File: src/aro_pkg.sv
`default_nettype none

package aro_pkg;

  // clock and conversion timing
  localparam int ARO_CLK_HZ = 125_000_000;
  localparam int ARO_RATE_10HZ = 10;
  localparam int ARO_RATE_OTHER = 40;
  localparam int ARO_PERIOD_10HZ = ARO_CLK_HZ / ARO_RATE_10HZ;
  localparam int ARO_PERIOD_OTHER = ARO_CLK_HZ / ARO_RATE_OTHER;

  // widths
  localparam int ARO_RES_W = 20;
  localparam int ARO_RAW_W = 24;
  localparam int ARO_CNT_W = 24;
  localparam int ARO_ADDR_W = 5;

  // output code limits
  localparam logic [19:0] ARO_CODE_MAX = 20'h7ffff;
  localparam logic [19:0] ARO_CODE_MIN = 20'h80000;
  localparam logic signed [23:0] ARO_RAW_MAX = 24'sh07ffff;
  localparam logic signed [23:0] ARO_RAW_MIN = 24'shf80000;

  // register byte offsets
  localparam logic [4:0] ARO_OFF_CTRL = 5'h00;
  localparam logic [4:0] ARO_OFF_STAT = 5'h04;
  localparam logic [4:0] ARO_OFF_MASK = 5'h08;
  localparam logic [4:0] ARO_OFF_RES_L = 5'h0c;
  localparam logic [4:0] ARO_OFF_RES_M = 5'h10;
  localparam logic [4:0] ARO_OFF_RES_H = 5'h14;

  // control selections and reset values
  localparam logic [2:0] ARO_RATE_SEL_10HZ = 3'h1;
  localparam logic [2:0] ARO_MODE_SEL_NORMAL = 3'h0;
  localparam logic [9:0] ARO_CTRL_RST = 10'h001;
  localparam logic [1:0] ARO_STAT_RST = 2'h0;
  localparam logic [1:0] ARO_MASK_RST = 2'h0;

  // event bit positions in status and mask
  localparam int ARO_EV_DONE = 0;
  localparam int ARO_EV_CLIP = 1;

  typedef enum logic [1:0] {
    ARO_OFF = 2'b00,
    ARO_SLEEP = 2'b01,
    ARO_RESTART = 2'b10,
    ARO_RUN = 2'b11
  } aro_mode_type;

  // control register, bit 0 is power off
  typedef struct packed {
    logic [2:0] filter_mode_select;
    logic [2:0] output_rate_select;
    logic result_hold_enable;
    logic converter_restart;
    logic converter_sleep;
    logic converter_power_off;
  } aro_ctrl_type;

  typedef struct packed {
    logic [4:0] address;
    logic read;
    logic write;
    logic [3:0] byteenable;
    logic [31:0] writedata;
  } aro_av_req_type;

  typedef struct packed {
    logic [31:0] readdata;
    logic waitrequest;
  } aro_av_rsp_type;

endpackage

`default_nettype wire

File: src/aro_saturate.sv
`timescale 1ns/1ps
`default_nettype none

// clamps the wide filter word into the 20-bit two's complement code
module aro_saturate
  import aro_pkg::*;
(
  // wide signed filter word
  input wire logic signed [23:0] raw_data,
  // clamped code
  output logic [19:0] code,
  output logic clipped
);

  // clamp instead of letting the upper bits wrap around
  always_comb begin
    if (raw_data > ARO_RAW_MAX) begin
      code = ARO_CODE_MAX;
      clipped = 1'b1;
    end else if (raw_data < ARO_RAW_MIN) begin
      code = ARO_CODE_MIN;
      clipped = 1'b1;
    end else begin
      code = raw_data[19:0];
      clipped = 1'b0;
    end
  end

endmodule

`default_nettype wire

File: src/aro_result_ctrl.sv
`timescale 1ns/1ps
`default_nettype none

module aro_result_ctrl
  import aro_pkg::*;
#(
  parameter int PERIOD_10HZ = ARO_PERIOD_10HZ,
  parameter int PERIOD_OTHER = ARO_PERIOD_OTHER
) (
  // clock and reset
  input wire logic mclk,
  input wire logic rst_n,
  // avalon-mm slave
  input wire aro_av_req_type av_req,
  output var aro_av_rsp_type av_rsp,
  // decimation filter and analog controls
  input wire logic [23:0] filter_data,
  output var logic filter_reset,
  output var logic modulator_enable,
  output var logic pga_enable,
  // interrupt
  output var logic irq
);

  typedef struct packed {
    aro_ctrl_type ctrl;
    logic [1:0] stat;
    logic [1:0] mask;
    aro_mode_type mode;
    logic [23:0] cnt;
    logic [19:0] result;
    logic ack;
    logic [31:0] rdata;
    logic filt_rst;
  } aro_state_type;

  localparam logic [23:0] LAST_10HZ = 24'(PERIOD_10HZ - 1);
  localparam logic [23:0] LAST_OTHER = 24'(PERIOD_OTHER - 1);

  aro_state_type state_reg;
  aro_state_type state_next;
  logic [19:0] sat_code;
  logic sat_clip;
  logic req;
  logic done_wr;
  logic conv_end;
  logic [23:0] last_cnt;
  logic [7:0] high_byte;

  aro_saturate u_sat (
    .raw_data(filter_data),
    .code(sat_code),
    .clipped(sat_clip)
  );

  assign req = av_req.read | av_req.write;
  // high byte carries bits 19:16, sign-extended into the upper nibble
  assign high_byte = {{4{state_reg.result[19]}}, state_reg.result[19:16]};

  // conversion length follows the rate and filter selections
  always_comb begin
    if (state_reg.ctrl.output_rate_select == ARO_RATE_SEL_10HZ &&
        state_reg.ctrl.filter_mode_select == ARO_MODE_SEL_NORMAL) begin
      last_cnt = LAST_10HZ;
    end else begin
      last_cnt = LAST_OTHER;
    end
  end

  // at or past the end, so a shorter rate picked mid-count cannot overrun
  assign conv_end = (state_reg.mode == ARO_RUN) &&
                    (state_reg.cnt >= last_cnt);
  // write to status taking effect this edge with the done bit set
  assign done_wr = req && av_req.write && state_reg.ack &&
                   av_req.address == ARO_OFF_STAT &&
                   av_req.byteenable[0] && av_req.writedata[ARO_EV_DONE];

  // whole next-state computation
  always_comb begin
    state_next = state_reg;

    // bus: first cycle latches read data, second completes the access
    state_next.ack = req & ~state_reg.ack;
    if (req && !state_reg.ack && av_req.read) begin
      case (av_req.address)
        ARO_OFF_CTRL: state_next.rdata = {22'h0, state_reg.ctrl};
        ARO_OFF_STAT: state_next.rdata = {30'h0, state_reg.stat};
        ARO_OFF_MASK: state_next.rdata = {30'h0, state_reg.mask};
        ARO_OFF_RES_L: state_next.rdata = {24'h0, state_reg.result[7:0]};
        ARO_OFF_RES_M: state_next.rdata = {24'h0, state_reg.result[15:8]};
        ARO_OFF_RES_H: state_next.rdata = {24'h0, high_byte};
        default: state_next.rdata = 32'h0;
      endcase
    end

    // register writes land at the edge where waitrequest is low
    if (req && av_req.write && state_reg.ack) begin
      case (av_req.address)
        ARO_OFF_CTRL: begin
          if (av_req.byteenable[0]) begin
            state_next.ctrl[7:0] = av_req.writedata[7:0];
          end
          if (av_req.byteenable[1]) begin
            state_next.ctrl[9:8] = av_req.writedata[9:8];
          end
        end
        ARO_OFF_STAT: begin
          if (av_req.byteenable[0]) begin
            state_next.stat = state_reg.stat & ~av_req.writedata[1:0];
          end
        end
        ARO_OFF_MASK: begin
          if (av_req.byteenable[0]) begin
            state_next.mask = av_req.writedata[1:0];
          end
        end
        default: begin
        end
      endcase
    end

    // operating mode; power off outranks sleep, sleep outranks restart
    if (state_reg.ctrl.converter_power_off) begin
      state_next.mode = ARO_OFF;
    end else if (state_reg.ctrl.converter_sleep) begin
      state_next.mode = ARO_SLEEP;
    end else if (state_reg.ctrl.converter_restart) begin
      state_next.mode = ARO_RESTART;
    end else begin
      // off bit clear powers the amplifier, but running waits for a restart
      case (state_reg.mode)
        ARO_RESTART: state_next.mode = ARO_RUN;
        ARO_RUN: state_next.mode = ARO_RUN;
        ARO_OFF: state_next.mode = ARO_SLEEP;
        ARO_SLEEP: state_next.mode = ARO_SLEEP;
        default: state_next.mode = ARO_OFF;
      endcase
    end
    state_next.filt_rst = (state_next.mode == ARO_RESTART);

    // conversion timer restarts from zero whenever not running
    if (state_reg.mode != ARO_RUN || conv_end) begin
      state_next.cnt = 24'h0;
    end else begin
      state_next.cnt = state_reg.cnt + 24'h1;
    end

    // store a result; hold discards it with no flag and no interrupt
    if (conv_end && !state_reg.ctrl.result_hold_enable) begin
      state_next.result = sat_code;
      state_next.stat[ARO_EV_DONE] = 1'b1;
      if (sat_clip) begin
        state_next.stat[ARO_EV_CLIP] = 1'b1;
      end
    end
  end

  // single register for all state
  always_ff @(posedge mclk or negedge rst_n) begin
    if (!rst_n) begin
      state_reg.ctrl <= aro_ctrl_type'(ARO_CTRL_RST);
      state_reg.stat <= ARO_STAT_RST;
      state_reg.mask <= ARO_MASK_RST;
      state_reg.mode <= ARO_OFF;
      state_reg.cnt <= 24'h0;
      state_reg.result <= 20'h0;
      state_reg.ack <= 1'b0;
      state_reg.rdata <= 32'h0;
      state_reg.filt_rst <= 1'b0;
    end else begin
      state_reg <= state_next;
    end
  end

  // outputs; waitrequest is combinational so idle cycles never stall
  assign av_rsp.waitrequest = req & ~state_reg.ack;
  assign av_rsp.readdata = state_reg.rdata;
  assign filter_reset = state_reg.filt_rst;
  assign pga_enable = (state_reg.mode != ARO_OFF);
  assign modulator_enable = (state_reg.mode == ARO_RESTART) ||
                            (state_reg.mode == ARO_RUN);
  assign irq = |(state_reg.stat & state_reg.mask);

  // checks on the clamp
  sat_pos_a: assert property (
    @(posedge mclk) disable iff (!rst_n)
    $signed(filter_data) > ARO_RAW_MAX |-> sat_code == 20'h7ffff
  ) else $error("positive overrange not clamped");

  sat_neg_a: assert property (
    @(posedge mclk) disable iff (!rst_n)
    $signed(filter_data) < ARO_RAW_MIN |-> sat_code == 20'h80000
  ) else $error("negative overrange not clamped");

  sat_pass_a: assert property (
    @(posedge mclk) disable iff (!rst_n)
    !sat_clip |-> sat_code == filter_data[19:0]
  ) else $error("in-range word altered");

  sign_keep_a: assert property (
    @(posedge mclk) disable iff (!rst_n)
    sat_code[19] == filter_data[23]
  ) else $error("code sign differs from input sign");

  // conversion end and flag, restart, continuous run, 10 Hz length and bus wait
  done_set_a: assert property (
    @(posedge mclk) disable iff (!rst_n)
    conv_end && !state_reg.ctrl.result_hold_enable |=>
      state_reg.stat[0] && state_reg.result == $past(sat_code)
  ) else $error("conversion end did not set done with result");

  done_sticky_a: assert property (
    @(posedge mclk) disable iff (!rst_n)
    state_reg.stat[0] && !done_wr |=> state_reg.stat[0]
  ) else $error("done flag cleared without software");

  hold_freeze_a: assert property (
    @(posedge mclk) disable iff (!rst_n)
    state_reg.ctrl.result_hold_enable && !state_reg.stat[0] && !done_wr
      |=> $stable(state_reg.result) && !state_reg.stat[0]
  ) else $error("result or flag moved while held");

  bytes_sync_a: assert property (
    @(posedge mclk) disable iff (!rst_n)
    $changed(state_reg.result) |-> $past(conv_end) && state_reg.stat[0]
  ) else $error("result bytes changed apart from done");

  restart_flt_a: assert property (
    @(posedge mclk) disable iff (!rst_n)
    $rose(state_reg.ctrl.converter_restart) &&
      !state_reg.ctrl.converter_power_off && !state_reg.ctrl.converter_sleep
      |=> filter_reset ##1 (filter_reset || state_reg.mode == ARO_RUN)
  ) else $error("restart did not reset the filter");

  run_stay_a: assert property (
    @(posedge mclk) disable iff (!rst_n)
    state_reg.mode == ARO_RUN && state_reg.ctrl == $past(state_reg.ctrl) &&
      !state_reg.ctrl.converter_power_off &&
      !state_reg.ctrl.converter_sleep && !state_reg.ctrl.converter_restart &&
      !(av_req.write && state_reg.ack && av_req.address == ARO_OFF_CTRL)
      |=> state_reg.mode == ARO_RUN [*2]
  ) else $error("continuous conversion stopped");

  rate_10hz_a: assert property (
    @(posedge mclk) disable iff (!rst_n)
    conv_end && state_reg.ctrl.output_rate_select == 3'h1 &&
      state_reg.ctrl.filter_mode_select == 3'h0
      |-> state_reg.cnt == LAST_10HZ
  ) else $error("10 Hz conversion length wrong");

  bus_wait_a: assert property (
    @(posedge mclk) disable iff (!rst_n)
    req && !state_reg.ack |-> av_rsp.waitrequest ##1 !av_rsp.waitrequest
  ) else $error("access not answered in two cycles");

  // power modes, restart and timer
  off_quiet_a: assert property (
    @(posedge mclk) disable iff (!rst_n)
    state_reg.ctrl.converter_power_off |=> !pga_enable && !modulator_enable
  ) else $error("converter still powered while off");

  wake_up_a: assert property (
    @(posedge mclk) disable iff (!rst_n)
    state_reg.mode == ARO_OFF && !state_reg.ctrl.converter_power_off &&
      !state_reg.ctrl.converter_sleep && !state_reg.ctrl.converter_restart
      |=> pga_enable && !modulator_enable
  ) else $error("power off cleared without waking the amplifier");

  sleep_idle_a: assert property (
    @(posedge mclk) disable iff (!rst_n)
    state_reg.mode == ARO_SLEEP && !state_reg.ctrl.converter_power_off &&
      !state_reg.ctrl.converter_restart |=> state_reg.mode != ARO_RUN
  ) else $error("conversion began without a restart pulse");

  restart_zero_a: assert property (
    @(posedge mclk) disable iff (!rst_n)
    state_reg.mode == ARO_RESTART |=> state_reg.cnt == 24'h0
  ) else $error("restart left the conversion timer running");

  conv_gap_a: assert property (
    @(posedge mclk) disable iff (!rst_n)
    conv_end |=> !conv_end && state_reg.cnt == 24'h0
  ) else $error("conversion timer did not start over");

  // flags and interrupt
  clip_flag_a: assert property (
    @(posedge mclk) disable iff (!rst_n)
    conv_end && !state_reg.ctrl.result_hold_enable && sat_clip
      |=> state_reg.stat[ARO_EV_CLIP]
  ) else $error("clamped result did not flag");

  done_clear_a: assert property (
    @(posedge mclk) disable iff (!rst_n)
    done_wr && !conv_end |=> !state_reg.stat[ARO_EV_DONE]
  ) else $error("software clear of done ignored");

  hold_irq_a: assert property (
    @(posedge mclk) disable iff (!rst_n)
    state_reg.ctrl.result_hold_enable && state_reg.stat == 2'h0 |=> !irq
  ) else $error("interrupt raised while results held");

  done_irq_a: assert property (
    @(posedge mclk) disable iff (!rst_n)
    conv_end && !state_reg.ctrl.result_hold_enable &&
      state_reg.mask[ARO_EV_DONE] &&
      !(av_req.write && state_reg.ack && av_req.address == ARO_OFF_MASK)
      |=> irq
  ) else $error("conversion end raised no interrupt");

  // register readback and control
  rd_low_a: assert property (
    @(posedge mclk) disable iff (!rst_n)
    req && av_req.read && !state_reg.ack && av_req.address == ARO_OFF_RES_L
      |=> av_rsp.readdata == {24'h0, $past(state_reg.result[7:0])}
  ) else $error("low result byte read back wrong");

  rd_high_a: assert property (
    @(posedge mclk) disable iff (!rst_n)
    req && av_req.read && !state_reg.ack && av_req.address == ARO_OFF_RES_H
      |=> av_rsp.readdata[7:4] == {4{$past(state_reg.result[19])}}
  ) else $error("high result byte lost the sign");

  ctrl_write_a: assert property (
    @(posedge mclk) disable iff (!rst_n)
    av_req.write && state_reg.ack && av_req.address == ARO_OFF_CTRL &&
      av_req.byteenable[0]
      |=> state_reg.ctrl[7:0] == $past(av_req.writedata[7:0])
  ) else $error("control write did not land");

endmodule

`default_nettype wire

File: config.mk
export PLATFORM = sky130hd
export DESIGN_NAME = aro_result_ctrl
export DESIGN_NICKNAME = d
export VERILOG_FILES = /design/src/aro_pkg.sv /design/src/aro_saturate.sv /design/src/aro_result_ctrl.sv
export SDC_FILE = /design/constraint.sdc
export NUM_CORES = 1
export LEC_CHECK = 0
export ABC_CLOCK_PERIOD_IN_PS = 2540
export BUFFER_PORTS_ARGS = -buffer_cell sky130_fd_sc_hd__clkbuf_2
export CAP_MARGIN = 30
export CORE_MARGIN = 4
export CORE_UTILIZATION = 35
export CTS_CLUSTER_SIZE = 14
export DETAILED_ROUTE_END_ITERATION = 8
export SYNTH_ARGS = -nofsm -noshare
export SYNTH_HDL_FRONTEND = slang
export SYNTH_SLANG_ARGS = --single-unit
export TNS_END_PERCENT = 50
File: constraint.sdc
create_clock -name mclk -period 2.54 [get_ports mclk]
set_input_delay 0.635 -clock mclk [delete_from_list [all_inputs] [get_ports mclk]]
set_output_delay 0.635 -clock mclk [all_outputs]
set_load 0.1 [all_outputs]
=== Word level (Yosys, flattened, before mapping) ===
Index checks and enable logic that the tools add are counted.

* Input port bits: 69
* Flip-flop bits (word level): 94
* Output and inout port bits: 37

* Equality and inequality tests: 11
* Bitwise operators: 6
* Reductions and logical operators: 25
* Mux-type cells: 18
* Add/sub/neg operators: 1
* Order comparisons: 3

{| class="wikitable"
|+ Operator list
! cell !! count
|-
| $pmux 10 s6 || 1
|-
| $mux 24 || 2
|-
| $mux 20 || 2
|-
| $add 24x1->24 const B || 1
|-
| $ge 24x24->1 || 1
|-
| $gt 24x20->1 const B || 1
|-
| $lt 24x20->1 const B || 1
|-
| $mux 2 || 8
|-
| $reduce_and 3->1 || 4
|-
| $eq 5x4->1 const B || 2
|-
| $eq 5x5->1 const B || 2
|-
| $reduce_bool 2->1 || 4
|-
| $logic_and 1x1->1 || 7
|-
| $eq 2x2->1 const B || 3
|-
| $reduce_or 2->1 || 3
|-
| $eq 5x3->1 const B || 1
|-
| $logic_not 5->1 || 1
|-
| $and 2x2->2 || 2
|-
| $mux 4 || 1
|-
| $pmux 2 s2 || 1
|-
| $eq 3x1->1 const B || 1
|-
| $logic_not 3->1 || 1
|-
| $mux 1 || 3
|-
| $eq 2x1->1 const B || 1
|-
| 8 further kinds || 10
|}

=== Longest topological paths before layout ===
* Depth after elaboration: 8
* Mapped depth: 10
* Mapped depth without buffers: 9

=== Cells and area by module ===
Synthesis repeated with hierarchy kept, for this count alone.

* Cell total of the unflattened synthesis: 431
* Area, all modules: 4335.4 µm²

{| class="wikitable"
|+ Modules (own cells, without submodules)
! module !! times used !! cells an instance !! area each (µm²)
|-
| aro_result_ctrl || 1 || 354 || 3846.2
|-
| aro_saturate || 1 || 77 || 489.2
|}

=== Least setup slack after synthesis ===
OpenSTA, ideal clock, no wires.

* Kind: register to register
* Start point: register state_reg[90] in the netlist's numbering
* End point: register state_reg, in the netlist high_byte[3]
* Arrival time: 2159 ps
* Setup slack: 253 ps
* Path buffers: 0
* Cell stages (with the launch flop): 10
* Path through: dfrtp_1 nor2_1 nand4b_1 inv_1 ha_1 nand2_1 nor4_2 o2111ai_2 a211oi_4 mux2_1

* Cells in the longest elaborated chain, start to end: 6

{| class="wikitable"
|+ RTL lines
! element !! line !! RTL
|-
| start: declaration || aro_result_ctrl.sv:40 || <nowiki>aro_state_type state_reg;</nowiki>
|-
| start signal: assignment || aro_result_ctrl.sv:171 || <nowiki>state_reg <= state_next;</nowiki>
|-
| $eq 3x1->1 || aro_result_ctrl.sv:62 || <nowiki>if (state_reg.ctrl.output_rate_select == ARO_RATE_SEL_10HZ &&</nowiki>
|-
| $logic_and 1x1->1 || aro_result_ctrl.sv:62 ||
|-
| $mux 24 || aro_result_ctrl.sv:62 ||
|-
| $ge 24x24->1 || aro_result_ctrl.sv:72 || <nowiki>(state_reg.cnt >= last_cnt);</nowiki>
|-
| $logic_and 1x1->1 || aro_result_ctrl.sv:71 || <nowiki>assign conv_end = (state_reg.mode == ARO_RUN) &&</nowiki>
|-
| $logic_and 1x1->1 || aro_result_ctrl.sv:149 || <nowiki>if (conv_end && !state_reg.ctrl.result_hold_enable) begin</nowiki>
|}

Every way passes these cells.
A chain may end at the register's enable or synchronous reset.

=== Worst setup path in the final report ===
* Start point: register state_reg[90] in the netlist's numbering
* End point: register state_reg[36] in the netlist's numbering

Same word-level chain as after synthesis.

==> impl_metrics.yaml <==
sta:
  drv_slew: 0
  setup_tns_ns: 0
  whs_ns: 0.2708
  finalSetupViolCount: 0
  post-route-period-util_pct: 93.23
  max_slew_margin_pct: 63.47
  finalHoldViolations: 0
  worstMarginPinSlew_ns: 0.5503
  rsz0062_at_grt: "no"
  period_needed_ns: 2.368
  fin_worst_skew_ns: 0.01786
  clock.fmax_ghz: 0.4223
place:
  place_hpwl_um: 6546
  io_buffers: 59
  gp_congestion: 0.8312
setup_path:
  path_class: "reg -> reg"
  worst-endpoint-required_ns: 2.80
  crit_path_start_kind: "flip-flop"
  worstPathMaxFanout: 14
  crit_arrival_ns: 2.63
  worstSetupEndpointType: "flip-flop"
route:
  drt-total-wl_um: 8510
  drc: 0
  first_pass_iters: 6
  drtIter0Drc: 142
  detail_route.wl_per_cell_um: 14.28
  ant_nets: 0
  dr_total_vias: 2849
  drt-vias-per-instance: 4.780
floorplan:
  io_pins: 106
  dieHeight_um: 113.2
  die_w_um: 113.2
  start_util_pct: 35.71
  coreArea_mm2: 0.01084
  rows: 38
  die_area_mm2: 0.01281
finish:
  drive_above_1_share_pct: 26.32
  syn_to_final_growth_pct: 18.03
  final-seq-area_mm2: 0.001803
  largest_register_ffs: 57
  nets: 529
  final_cell_mix: "71 x dfrtp_1, 58 x clkbuf_2, 37 x nor2_1"
  multiInputGateArea_mm2: 0.001779
  fillers: 1056
  diodes: 0
  layout.cells.most_common: "dfrtp_1"
global_route:
  grt_use_total_pct: 14.14
  gr-total-overflow: 0
  grt_max_degree: 27
  antenna_found_initial: 0
  grt_pass1_vias: 2873
  grt_first_pass_wirelength_um: 14280
power_and_ir_drop:
  peakVddDrop_v: 0.0002720
  total_power_mw: 2.691
  p_leak_nw: 2.157
  power.density_mw_per_mm2: 588.9
min_path:
  worstHoldPathType: "in -> async"
synth:
  avgSynthCellArea_um2: 10.06
  synthesis.instances: 385
  synth_seq_cells: 72
  synth-edff-count: 0
  synth_flop_cell: "dfrtp_1"
  synthArstFlopShare_pct: 100.0
  ys_types: 46
  synth_area_mm2: 0.003871
  yosys_warnings: 0
  yosysSeqAreaShare_pct: 46.57
clock_tree:
  postCtsSetupBuffers: 0
  cts_tree: "done"
  cts_buffers: 9
  clk_pin_slew_ns: 0.08
  insertion_delay_ns: 0.34
  h-tree-depth: 3
  cts_max_path_buffers: 2
  cts_num_sinks: 72
  cts-root-buf: "clkbuf_8"
outcome:
  status: "finished, final reports clean"
run:
  drv_cap: 0
[repair_timing]
item | in CTS | in global routing
hold buffers | 0 | 0
resized for setup | 0 | 9
endpoints found under the setup margin | 2 | 20
endpoints found under the hold margin | 0 | 0
pin swaps | 1 | 0
[metrics by stage]
stage          instances  setup slack, ns  utilization (%)  instance area [µm²]
2_1_floorplan        406           0.2530                -                 3950
3_3_place_gp         580          0.08566            39.53                 4285
3_5_place_dp         580          0.01603            39.53                 4285
4_1_cts              596          0.02440            41.79                 4531
5_1_grt              596        0.0008431            42.15                 4569
6_report             596           0.1721            42.15                 4569
[per-layer routing]
metal  share of wire (%)  track usage (%)
met2                  45            21.21
met4                 1.7            4.888
met3                 5.1            3.422
met5                   0                0
met1                  48            19.99
[critical path, stage by stage (launching register included)]
cell and delay, ns:
dfrtp_1 0.38, nor2_2 0.05, nand4b_1 0.10, buf_6 0.14, inv_4 0.04, ha_4 0.25, nand2_2 0.06, nor4_4 0.26
o2111ai_2 0.22, a211oi_4 0.38, buf_12 0.20, mux2i_1 0.19
[report_power, final]
group	switching, mW	internal [mW]
registers	0.0210	1.17
clock network	0.422	0.680
logic	0.301	0.0963
[synth_stat cells (2+ instances only)]
master    instances  area share (%)
nand2b_1          2            0.32
a22o_1            7             1.6
buf_6             2            0.58
a32o_1            2            0.52
xor2_1           13             2.9
a22oi_1           5            0.97
o21ai_0          27             3.5
dfrtp_1          71              46
and3_1            6            0.97
and2_1            2            0.32
buf_4            33             6.4
nor2b_1           3            0.48
nor4_1            4            0.65
nor2_1           38             3.7
nor3_1            5            0.65
buf_2             2            0.26
nand3_1          11             1.4
clkbuf_1          8            0.78
mux2i_1          20             5.2
nand2_1          27             2.6
xnor2_1           9             2.0
mux2_2           11             3.2
ha_1              9             2.9
a21oi_1           8             1.0
nand4_1           9             1.5
nor3b_1           2            0.39
a21o_1            7             1.4
a221oi_1          2            0.45
inv_1            23             2.2
[layout make-up]
type	count	share of cell area, %
Clock buffer	11	3.094
Clock inverter	5	2.273
Inverter	23	1.944
Multi-Input combinational cell	266	38.94
Sequential cell	72	39.46
Tap cell	140	3.834
Timing Repair Buffer	79	10.46
[worst paths after layout]
check	from	endpoint	slack [ns]	cells past startpoint
setup / recovery	state_reg[90]	state_reg[36]	0.17	11
hold / removal	rst_n	filter_reset	0.27	1
setup reg to reg	state_reg[90]	state_reg[36]	0.17	11
hold reg to reg	av_rsp[9]	av_rsp[9]	0.48	2
max in group asynchronous	rst_n	state_reg[74]	1.52	2
min in group mclk	av_rsp[9]	av_rsp[9]	0.48	2
[logic make-up after synthesis]
group	after synthesis	synth area share, %
buffers and inverters	68	10.25
AOI/OAI and AO/OA	65	11.54
other	1	0.09687
muxes	33	9.244
DFF	72	46.57
xor gates and xnor gates	22	4.978
adders and majority gates	9	2.909
and+or+nand+nor	115	14.41
No activity file was read; power rests on OpenSTA's default activity.
